**config.mk**
```make
export PLATFORM = sky130hd
export DESIGN_NAME = scp_pin_cond
export DESIGN_NICKNAME = d
export VERILOG_FILES = /design/src/verilog/scp_pkg.sv /design/src/verilog/scp_pin_cond.sv /design/src/verilog/scp_rx_filter.sv /design/src/verilog/scp_sync.sv
export SDC_FILE = /design/constraint.sdc
export NUM_CORES = 1
export LEC_CHECK = 0
export ABC_AREA = 1
export BUFFER_PORTS_ARGS = -buffer_cell sky130_fd_sc_hd__clkbuf_2
export CAP_MARGIN = 20
export CORE_AREA = 2 2 70 65
export DETAILED_ROUTE_END_ITERATION = 10
export DIE_AREA = 0 0 72 67
export PLACE_DENSITY = 0.74
export SLEW_MARGIN = 30
export SYNTH_ARGS = -nofsm -noshare
export SYNTH_HDL_FRONTEND = slang
export SYNTH_HIERARCHICAL = 1
export SYNTH_SLANG_ARGS = --single-unit
export TNS_END_PERCENT = 1
```
**constraint.sdc**
```tcl
create_clock -name pclk -period 1 [get_ports pclk]
set_input_delay 0 -clock pclk [delete_from_list [all_inputs] [get_ports pclk]]
set_output_delay 0 -clock pclk [all_outputs]
set_load 0.02 [all_outputs]
```
**src/verilog/scp_pkg.sv**
```systemverilog
// Shared constants and types for serial channel 0 pin conditioning.
// Assumes a 32-bit APB bus with 24-bit byte addresses on pclk.
package scp_pkg;

    // Register byte addresses
    localparam int          ADDR_W          = 24;
    localparam logic [23:0] FILTER_EN_ADDR  = 24'h0F0070;
    localparam logic [23:0] LVL_INVERT_ADDR = 24'h0F0134;
    localparam logic [23:0] ROUTING_ADDR    = 24'hF00730;

    // Field positions
    localparam int FILTER_ON_BIT   = 0;
    localparam int TX_INVERT_BIT   = 0;
    localparam int ROUTE_IRQ_BIT   = 0;
    localparam int ROUTE_TIMER_BIT = 1;

    // Reset values
    localparam logic [7:0] FILTER_EN_RST  = 8'h00;
    localparam logic [7:0] LVL_INVERT_RST = 8'h00;
    localparam logic [7:0] ROUTING_RST    = 8'h00;
    localparam logic       SER_OUT_RST    = 1'b1;
    localparam logic       RX_IDLE_LEVEL  = 1'b1;
    localparam logic       PIN_IN_RST     = 1'b0;

    // Samples that must agree before the filter passes a level
    localparam int FILTER_STABLE_CYCLES = 2;

    typedef enum logic [3:0] {
        SEL_NONE    = 4'b0001,
        SEL_FILTER  = 4'b0010,
        SEL_INVERT  = 4'b0100,
        SEL_ROUTING = 4'b1000
    } scp_sel_type;

    typedef struct packed {
        logic route_timer;
        logic route_irq;
        logic filter_on;
        logic tx_invert;
    } scp_ctrl_type;

endpackage

```
**src/verilog/scp_pin_cond.sv**
```systemverilog
// Serial channel 0 pin conditioning with its APB register slave.
// Assumes tx and status inputs come from pclk logic; pins are async.
//
// Operation
// - Invert bit set inverts transmitted data level
// - Inversion applies only while serial output enabled
// - Invert register resets 00H, reserved bits zero
// - Filter on passes level after two agreeing samples
// - Filter off only synchronises the receive input
// - Filter register resets 00H, reserved bits zero
// - Routing bit 0 feeds rx to external interrupt
// - Routing bit 1 feeds rx to timer channel
// - Routing register resets 00H, reserved bits zero
// - Output disabled drives software data bit directly
//
// Chosen here: register access over APB.
`timescale 1ns/100ps
module scp_pin_cond (
    input  wire logic        pclk,
    input  wire logic        presetn,
    input  wire logic [23:0] paddr,
    input  wire logic        psel,
    input  wire logic        penable,
    input  wire logic        pwrite,
    input  wire logic [31:0] pwdata,
    input  wire logic [3:0]  pstrb,
    output logic      [31:0] prdata,
    output logic             pready,
    output logic             pslverr,
    input  wire logic        tx_data,
    input  wire logic        ch_serial_out_enable,
    input  wire logic        sw_data_out_bit,
    input  wire logic        ch_run_status,
    output logic             ser_data_out,
    input  wire logic        rx_data_pin,
    input  wire logic        ext_irq_zero_input,
    input  wire logic        timer_ch1_input,
    output logic             rx_data_sync,
    output logic             irq0_source,
    output logic             timer_ch1_source
);

    scp_pkg::scp_ctrl_type ctrl_reg;
    scp_pkg::scp_sel_type  wr_sel_reg;
    scp_pkg::scp_sel_type  acc_sel;
    logic [2:0]            pins_sync;
    logic                  acc_issue;
    logic                  acc_done;
    logic                  wr_blocked;

    // Address decode, shared by read and write paths
    function automatic scp_pkg::scp_sel_type decode(
        input logic [23:0] addr
    );
        scp_pkg::scp_sel_type s;
        s = scp_pkg::SEL_NONE;
        if (addr == scp_pkg::FILTER_EN_ADDR) begin
            s = scp_pkg::SEL_FILTER;
        end else if (addr == scp_pkg::LVL_INVERT_ADDR) begin
            s = scp_pkg::SEL_INVERT;
        end else if (addr == scp_pkg::ROUTING_ADDR) begin
            s = scp_pkg::SEL_ROUTING;
        end
        return s;
    endfunction

    // Readback: only implemented bits, the rest read zero
    function automatic logic [31:0] read_word(
        input scp_pkg::scp_sel_type  s,
        input scp_pkg::scp_ctrl_type c
    );
        logic [31:0] w;
        w = 32'h0000_0000;
        unique case (s)
            scp_pkg::SEL_FILTER: begin
                w[scp_pkg::FILTER_ON_BIT] = c.filter_on;
            end
            scp_pkg::SEL_INVERT: begin
                w[scp_pkg::TX_INVERT_BIT] = c.tx_invert;
            end
            scp_pkg::SEL_ROUTING: begin
                w[scp_pkg::ROUTE_IRQ_BIT]   = c.route_irq;
                w[scp_pkg::ROUTE_TIMER_BIT] = c.route_timer;
            end
            scp_pkg::SEL_NONE: begin
                w = 32'h0000_0000;
            end
        endcase
        return w;
    endfunction

    assign acc_sel    = decode(paddr);
    assign acc_issue  = psel & penable & ~pready;
    assign acc_done   = psel & penable & pready;
    // Invert changes while running would corrupt a frame mid-flight
    assign wr_blocked = (acc_sel == scp_pkg::SEL_INVERT) & ch_run_status;

    // One wait state: pready rises in the second access cycle
    always_ff @(posedge pclk or negedge presetn) begin
        if (!presetn) begin
            pready <= 1'b0;
        end else begin
            pready <= acc_issue;
        end
    end

    always_ff @(posedge pclk or negedge presetn) begin
        if (!presetn) begin
            prdata  <= 32'h0000_0000;
            pslverr <= 1'b0;
        end else if (acc_issue) begin
            prdata  <= pwrite ? 32'h0000_0000 : read_word(acc_sel, ctrl_reg);
            pslverr <= (acc_sel == scp_pkg::SEL_NONE) | (pwrite & wr_blocked);
        end else begin
            pslverr <= 1'b0;
        end
    end

    // Write target picked at issue, committed at the completing edge
    always_ff @(posedge pclk or negedge presetn) begin
        if (!presetn) begin
            wr_sel_reg <= scp_pkg::SEL_NONE;
        end else if (acc_issue && pwrite && pstrb[0] && !wr_blocked) begin
            wr_sel_reg <= acc_sel;
        end else if (acc_done) begin
            wr_sel_reg <= scp_pkg::SEL_NONE;
        end
    end

    always_ff @(posedge pclk or negedge presetn) begin
        if (!presetn) begin
            ctrl_reg.tx_invert   <= scp_pkg::LVL_INVERT_RST[scp_pkg::TX_INVERT_BIT];
            ctrl_reg.filter_on   <= scp_pkg::FILTER_EN_RST[scp_pkg::FILTER_ON_BIT];
            ctrl_reg.route_irq   <= scp_pkg::ROUTING_RST[scp_pkg::ROUTE_IRQ_BIT];
            ctrl_reg.route_timer <= scp_pkg::ROUTING_RST[scp_pkg::ROUTE_TIMER_BIT];
        end else if (acc_done) begin
            unique case (wr_sel_reg)
                scp_pkg::SEL_FILTER: begin
                    ctrl_reg.filter_on <= pwdata[scp_pkg::FILTER_ON_BIT];
                end
                scp_pkg::SEL_INVERT: begin
                    ctrl_reg.tx_invert <= pwdata[scp_pkg::TX_INVERT_BIT];
                end
                scp_pkg::SEL_ROUTING: begin
                    ctrl_reg.route_irq   <= pwdata[scp_pkg::ROUTE_IRQ_BIT];
                    ctrl_reg.route_timer <= pwdata[scp_pkg::ROUTE_TIMER_BIT];
                end
                scp_pkg::SEL_NONE: begin
                end
            endcase
        end
    end

    // Transmit pin: inversion only under serial output control
    always_ff @(posedge pclk or negedge presetn) begin
        if (!presetn) begin
            ser_data_out <= scp_pkg::SER_OUT_RST;
        end else if (ch_serial_out_enable) begin
            ser_data_out <= tx_data ^ ctrl_reg.tx_invert;
        end else begin
            ser_data_out <= sw_data_out_bit;
        end
    end

    // Pins: rx, interrupt, timer
    scp_sync #(
        .W   (3),
        .RST ({scp_pkg::PIN_IN_RST, scp_pkg::PIN_IN_RST,
               scp_pkg::RX_IDLE_LEVEL})
    ) u_pin_sync (
        .pclk    (pclk),
        .presetn (presetn),
        .din     ({timer_ch1_input, ext_irq_zero_input, rx_data_pin}),
        .dout    (pins_sync)
    );

    scp_rx_filter #(
        .STABLE (scp_pkg::FILTER_STABLE_CYCLES)
    ) u_rx_filter (
        .pclk      (pclk),
        .presetn   (presetn),
        .filter_on (ctrl_reg.filter_on),
        .din       (pins_sync[0]),
        .dout      (rx_data_sync)
    );

    // Routed copies use the conditioned rx level
    always_ff @(posedge pclk or negedge presetn) begin
        if (!presetn) begin
            irq0_source      <= scp_pkg::PIN_IN_RST;
            timer_ch1_source <= scp_pkg::PIN_IN_RST;
        end else begin
            irq0_source      <= ctrl_reg.route_irq ?
                                rx_data_sync : pins_sync[1];
            timer_ch1_source <= ctrl_reg.route_timer ?
                                rx_data_sync : pins_sync[2];
        end
    end
endmodule // scp_pin_cond

```
**src/verilog/scp_rx_filter.sv**
```systemverilog
// Receive noise filter: pass a level once it has been seen steadily.
// Assumes din is already synchronised to pclk.
`timescale 1ns/100ps
module scp_rx_filter #(
    parameter int STABLE = scp_pkg::FILTER_STABLE_CYCLES
) (
    input  wire logic pclk,
    input  wire logic presetn,
    input  wire logic filter_on,
    input  wire logic din,
    output logic      dout
);
    logic [STABLE-2:0] hist_reg;
    logic [STABLE-1:0] window;
    logic              stable;

    assign window = {hist_reg, din};
    assign stable = (&window) | ~(|window);

    always_ff @(posedge pclk or negedge presetn) begin
        if (!presetn) begin
            hist_reg <= {(STABLE-1){scp_pkg::RX_IDLE_LEVEL}};
        end else begin
            hist_reg <= window[STABLE-2:0];
        end
    end

    always_ff @(posedge pclk or negedge presetn) begin
        if (!presetn) begin
            dout <= scp_pkg::RX_IDLE_LEVEL;
        end else if (!filter_on) begin
            dout <= din;
        end else if (stable) begin
            dout <= din;
        end
        // Disagreeing samples keep the last level
    end
endmodule // scp_rx_filter

```
**src/verilog/scp_sync.sv**
```systemverilog
// Two-flop synchroniser for a group of pin inputs.
// Assumes the inputs are asynchronous to pclk; only stage two is read.
`timescale 1ns/100ps
module scp_sync #(
    parameter int           W   = 1,
    parameter logic [W-1:0] RST = '0
) (
    input  wire logic         pclk,
    input  wire logic         presetn,
    input  wire logic [W-1:0] din,
    output logic      [W-1:0] dout
);
    logic [W-1:0] stage1_reg;

    always_ff @(posedge pclk or negedge presetn) begin
        if (!presetn) begin
            stage1_reg <= RST;
            dout       <= RST;
        end else begin
            stage1_reg <= din;
            dout       <= stage1_reg;
        end
    end
endmodule // scp_sync
```
==> reports/qor.txt, run 1 <==
vias in the first global route: 1,132
global route overflow: 0
final WL: 2.75 mm
WHS Endpoint: ctrl_reg[2]
Netlist Area Pre-Place: 1390 sq um
Fill cells: 383
CP Max Fanout: 7
fmax: 868 MHz
pwr dens: 1080 nW/um^2
hold path depth: 3
utilization after layout: 44.3%
TritonRoute pass-1 iters: 4
I/O pin count: 110
RSZ-0062 raised after global routing: yes
H-Tree Depth: 1
Pleak: 0.975 nW
post-synthesis average cell area: 8.28 sq um
total CTS buffers: 3
CP Launch Type: flip-flop
diode count: 0
Ys Warns: 6
final setup skew: 0.00504 ns
Die H: 67 microns
total instance count after detailed placement: 265
synth top area cells: dfrtp_1 31%, buf_4 16%, dfstp_2 11%, nand2_1 8.4%, nor2_1 5.4%
clk_lat worst skew: 0.27 ns
final worst-path cycle share: 115%
Post-synth top cells: 31 x nand2_1, 30 x buf_4, 20 x nor2_1
total track usage: 12.8%
worst setup margin: -0.152 ns
worst r2r path cells: 8
final setup fails: 12
initial antenna violation count: 0
fin. max-slew vios: 0
initial core utilization: 34.4%
Min-Delay Startpoint: pwdata[0]
Worst-path clk slew: 0.08 ns
Post-Synthesis Cells: 168
failing checks: negative setup slack
Seq/Total Area, Yosys: 41.9%
die width: 72 microns
initial drt markers: 48
post-DR wirelength/cell: 9.80 microns
CP peak stage delay: 0.43 ns
FF+latch count, synth: 23
Worst Setup Path Type: reg -> reg
Area Growth Syn to Fin: 28.8%
Root Driver: clkbuf_8
status: finished with violations
most common cell in the netlist: nand2_1
Post-route DRC: 0
post-synth cell types: 24
Final min period: 1.15 ns
CP Cell Sequence: inv_2 > nand3_2 > inv_2 > nand2_2 > nor2_4 > nand2_4 > nand3_2 > o21ai_1
CP required: 1.16 ns
Routed Antenna Nets: 0
num rows: 22
Crit Reg-Reg Startpoint: pready
Max Cap Viol: 0
r2r endpoint: wr_sel_reg[3]
Worst Tran Pin Value: 0.551 ns
critical path arrival: 1.31 ns
CTS tree: built
asr flop ratio synth: 100%
Cell Count, Final, Fillers Out: 280
fin nets: 305
total vias in the final route: 1,183
via/cell ratio: 4.23
crit path max-delay cell type: dfrtp_2
r2r setup slk: -0.15 ns
GPL Wtd Cong: 0.807
ys flop type: dfrtp_1
Die ar.: 4820 sq um
Max IR drop VDD: 0.419 mV
final hold vios: 0
Slew HR: 63.3%
CTS Sinks: 23
Post-DP HPWL: 2.11 mm
clk buf depth: 2
Post-synth EDFFs: 0
setup_tns: -1.17 ns
PortBufs: 46
share of cells above drive strength 1: 38.8%
core area: 4050 sq um
most area-hungry cell type in the Yosys netlist: dfrtp_1
first-pass GRT wire length: 4.66 mm
Synth top area share: 30.6%
endpoint class of the critical path: flip-flop
largest net degree at the start of global routing: 24
Min-Delay Path Class: in -> reg
critical path: cells and delay by family, from the launching register on:
family / cells / cell delay, ns
DFF: 1 / 0.43
and+or+nand+nor: 5 / 0.43
buffers and inverters: 2 / 0.14
AOI/OAI and AO/OA: 1 / 0.06
area by class of cell:
class	instances	area, sq um	area share (%)
flip-flops and latches	23	584	32.6
well taps	48	60.1	3.35
multi-input cells	125	654	36.5
inverters	19	71.3	3.98
clock buffers	3	41.3	2.30
repair buffers	61	375	20.9
clock inverters	1	5.00	0.279
stage by stage:
| step | setup slack, ns | cell area, sq um | power, W | hold slack, ns |
|---|---|---|---|---|
| 2_1_floorplan | -0.174 | 1500 | 0.00127 | -0.296 |
| 3_3_place_gp | -0.0915 | 1600 | 0.00131 | 0.00912 |
| 3_5_place_dp | -0.131 | 1600 | 0.00132 | 0.0169 |
| 4_1_cts | -0.124 | 1780 | 0.00194 | 0.0123 |
| 5_1_grt | -0.225 | 1790 | 0.00205 | 0.0547 |
| 6_report | -0.152 | 1790 | 0.00193 | 0.0140 |
kinds of logic (layout without fill, tap and decap cells):
family,after synthesis,count (layout),synth area share (%)
muxes,1,1,0.809
and+or+nand+nor,83,83,31.2
xor gates and xnor gates,1,1,0.630
other,1,30,0.270
AOI/OAI and AO/OA,10,10,3.87
buffers and inverters,49,84,21.3
DFF,23,23,41.9
routing by layer:
metal / vias to the layer above / routed length (microns) / global-route usage, %
li1: 601 / - / -
met1: 536 / 1100 / 12.9
met2: 39 / 1430 / 24.1
met3: 7 / 134 / 2.57
met4: 0 / 82 / 7.78
met5: - / 0 / 0
power breakdown:
part	total, W	switching (W)	internal (W)
Clock	0.000585	0.000306	0.000279
Sequential	0.000979	0.0000119	0.000967
Combinational	0.000369	0.000236	0.000132
placed cells by master, fill, tap and decap left out, types with 2 or more instances in the layout:
cell           synthesis  final
a21oi_1                2      2
buf_4                 30      6
clkbuf_2               0     45
clkbuf_8               0      3
conb_1                 1     30
dfrtp_1               17     16
dfstp_2                6      6
dlygate4sd3_1          0      9
inv_1                 16     16
inv_2                  3      3
nand2_1               31     29
nand2_2                2      4
nand3_1               10      7
nand3_2                3      6
nand4_1                6      6
nor2_1                20     19
nor2_2                 6      6
nor2_4                 2      3
o21ai_0                2      2
o21ai_1                4      4
worst max path at each step:
stage / from / endpoint / slack [ns]
after global routing: pready / wr_sel_reg[3] / -0.23
after floorplan: pready / wr_sel_reg[3] / -0.17
after detailed placement: pready / wr_sel_reg[3] / -0.13
after CTS: pready / wr_sel_reg[2] / -0.12
after global placement: pready / wr_sel_reg[3] / -0.09
final: pready / wr_sel_reg[3] / -0.15
what timing repair did:
item,in CTS,in global routing
buffers inserted,1,1
gates resized for setup,9,2
endpoints found under the setup margin,12,12
pin swaps,4,2
endpoints found under the hold margin,23,0
hold buffers,9,0
No activity file was read; power rests on OpenSTA's default activity.
==> run 2: changes to the inputs <==
--- a/config.mk
+++ b/config.mk
@@ -8,10 +8,11 @@
 export ABC_AREA = 1
 export BUFFER_PORTS_ARGS = -buffer_cell sky130_fd_sc_hd__clkbuf_2
 export CAP_MARGIN = 20
-export CORE_AREA = 2 2 70 65
+export CORE_AREA = 2 2 68 64
+export CTS_BUF_LIST = sky130_fd_sc_hd__clkbuf_8
 export DETAILED_ROUTE_END_ITERATION = 10
-export DIE_AREA = 0 0 72 67
-export PLACE_DENSITY = 0.74
+export DIE_AREA = 0 0 70 66
+export PLACE_DENSITY = 0.77
 export SLEW_MARGIN = 30
 export SYNTH_ARGS = -nofsm -noshare
 export SYNTH_HDL_FRONTEND = slang
==> reports/qor.txt, run 2 (synthesized netlist as in run 1, its figures left out) <==
first-pass GRT wire length: 4.68 mm
CP Launch Type: flip-flop
Die H: 66 microns
final WL: 2.65 mm
Pleak: 0.979 nW
Min-Delay Path Class: in -> reg
TritonRoute pass-1 iters: 5
die width: 70 microns
vias in the first global route: 1,205
fin. max-slew vios: 0
Post-DP HPWL: 2.11 mm
worst r2r path cells: 8
CP required: 1.15 ns
status: finished with violations
hold path depth: 3
total CTS buffers: 3
via/cell ratio: 4.21
fin nets: 305
post-DR wirelength/cell: 9.45 microns
Max Cap Viol: 0
Post-route DRC: 0
core area: 3910 sq um
num rows: 22
Root Driver: clkbuf_8
largest net degree at the start of global routing: 24
Sw Share: 27.5%
endpoint class of the critical path: flip-flop
initial core utilization: 35.6%
global route overflow: 0
clk_lat worst skew: 0.26 ns
Worst Tran Pin Value: 0.543 ns
Final Total Pwr: 0.00189 W
WHS Endpoint: ctrl_reg[2]
grt peak-use layer: met2
initial drt markers: 71
Seq pwr share: 51.8%
r2r endpoint: wr_sel_reg[2]
Crit Reg-Reg Startpoint: pready
utilization after layout: 45.8%
critical path arrival: 1.31 ns
GPL Wtd Cong: 0.806
fin area: 1790 sq um
met1 Track Usage GR: 12.8%
I/O pin count: 110
most frequent cells in the layout: 45 x clkbuf_2, 30 x conb_1, 29 x nand2_1
cell internal pwr: 0.00137 W
CP Max Fanout: 7
WHS: 0.0190 ns
CTS tree: built
Routed Antenna Nets: 0
Die ar.: 4620 sq um
M3 GR Usage: 1.37%
Worst-path clk slew: 0.08 ns
Slew HR: 63.8%
setup_tns: -0.795 ns
final hold vios: 0
Worst Setup Path Type: reg -> reg
total track usage: 12.3%
Comb power frac: 19.0%
Max IR drop VDD: 0.480 mV
Min-Delay Startpoint: pwdata[0]
final setup skew: 0.00136 ns
clk buf depth: 2
Placed Area: 1600 sq um
H-Tree Depth: 1
share of cells above drive strength 1: 39.7%
final worst-path cycle share: 116%
worst setup margin: -0.156 ns
fmax: 865 MHz
CP startpoint: pready
Clk network pwr share: 29.2%
net switching power: 0.000519 W
PortBufs: 46
final setup fails: 9
r2r setup slk: -0.16 ns
pwr dens: 1050 nW/um^2
Final min period: 1.16 ns
most common cell after layout, fill and taps aside: clkbuf_2
CTS Sinks: 23
diode count: 0
total vias in the final route: 1,180
initial antenna violation count: 0
RSZ-0062 raised after global routing: yes
Area Growth Syn to Fin: 28.7%
routing usage on met2: 25.1%
failing checks: negative setup slack
run 2: worst max-delay path by stage:
stage | slack [ns] | endpoint | cells after the start
4_1_cts | -0.14 | wr_sel_reg[1] | 8
3_3_place_gp | -0.09 | wr_sel_reg[3] | 8
6_report | -0.16 | wr_sel_reg[2] | 8
5_1_grt | -0.24 | wr_sel_reg[2] | 8
3_5_place_dp | -0.16 | wr_sel_reg[1] | 8
2_1_floorplan | -0.17 | wr_sel_reg[3] | 8
run 2: power by group through the flow:
stage | combinational, W | sequential [W] | clock, W
floorplan | 0.000257 | 0.00101 | 0
global placement | 0.000314 | 0.000994 | 0
detailed placement | 0.000319 | 0.000996 | 0
CTS | 0.000355 | 0.000978 | 0.000574
global route | 0.000398 | 0.000980 | 0.000616
finish | 0.000358 | 0.000978 | 0.000552
run 2: what timing repair did:
item | 4_1_cts | 5_1_grt
setup endpoints to repair | 11 | 12
buffers inserted | 1 | 1
pin swaps | 4 | 4
hold buffers | 9 | 0
endpoints found under the hold margin | 23 | 0
resized for setup | 7 | 6
run 2: cell type report:
type	instances	area, sq um
clock buffers	3	41.3
fillers	371	2120
flip-flops and latches	23	584
inverters	19	71.3
repair buffers	61	368
clock inverters	1	5.00
multi-input cells	125	661
well taps	48	60.1
run 2: worst max-delay path, stage by stage (launching register included):
cell and delay [ns]:
dfrtp_2 0.41, inv_2 0.07, nand3_2 0.07, inv_2 0.07
nand2_2 0.06, nor2_4 0.11, nand2_4 0.10, nand3_2 0.10
o21ai_2 0.06
run 2: through the flow:
step	setup slack, ns	std cells
after floorplan	-0.174	197
after global placement	-0.0868	265
after detailed placement	-0.164	265
after CTS	-0.145	279
after global routing	-0.240	280
final	-0.156	280
run 2: routing by layer:
metal  routed length, microns  vias up
met2                     1470       38
li1                         -      596
met5                        0        -
met1                     1020      540
met4                       46        0
met3                      113        6
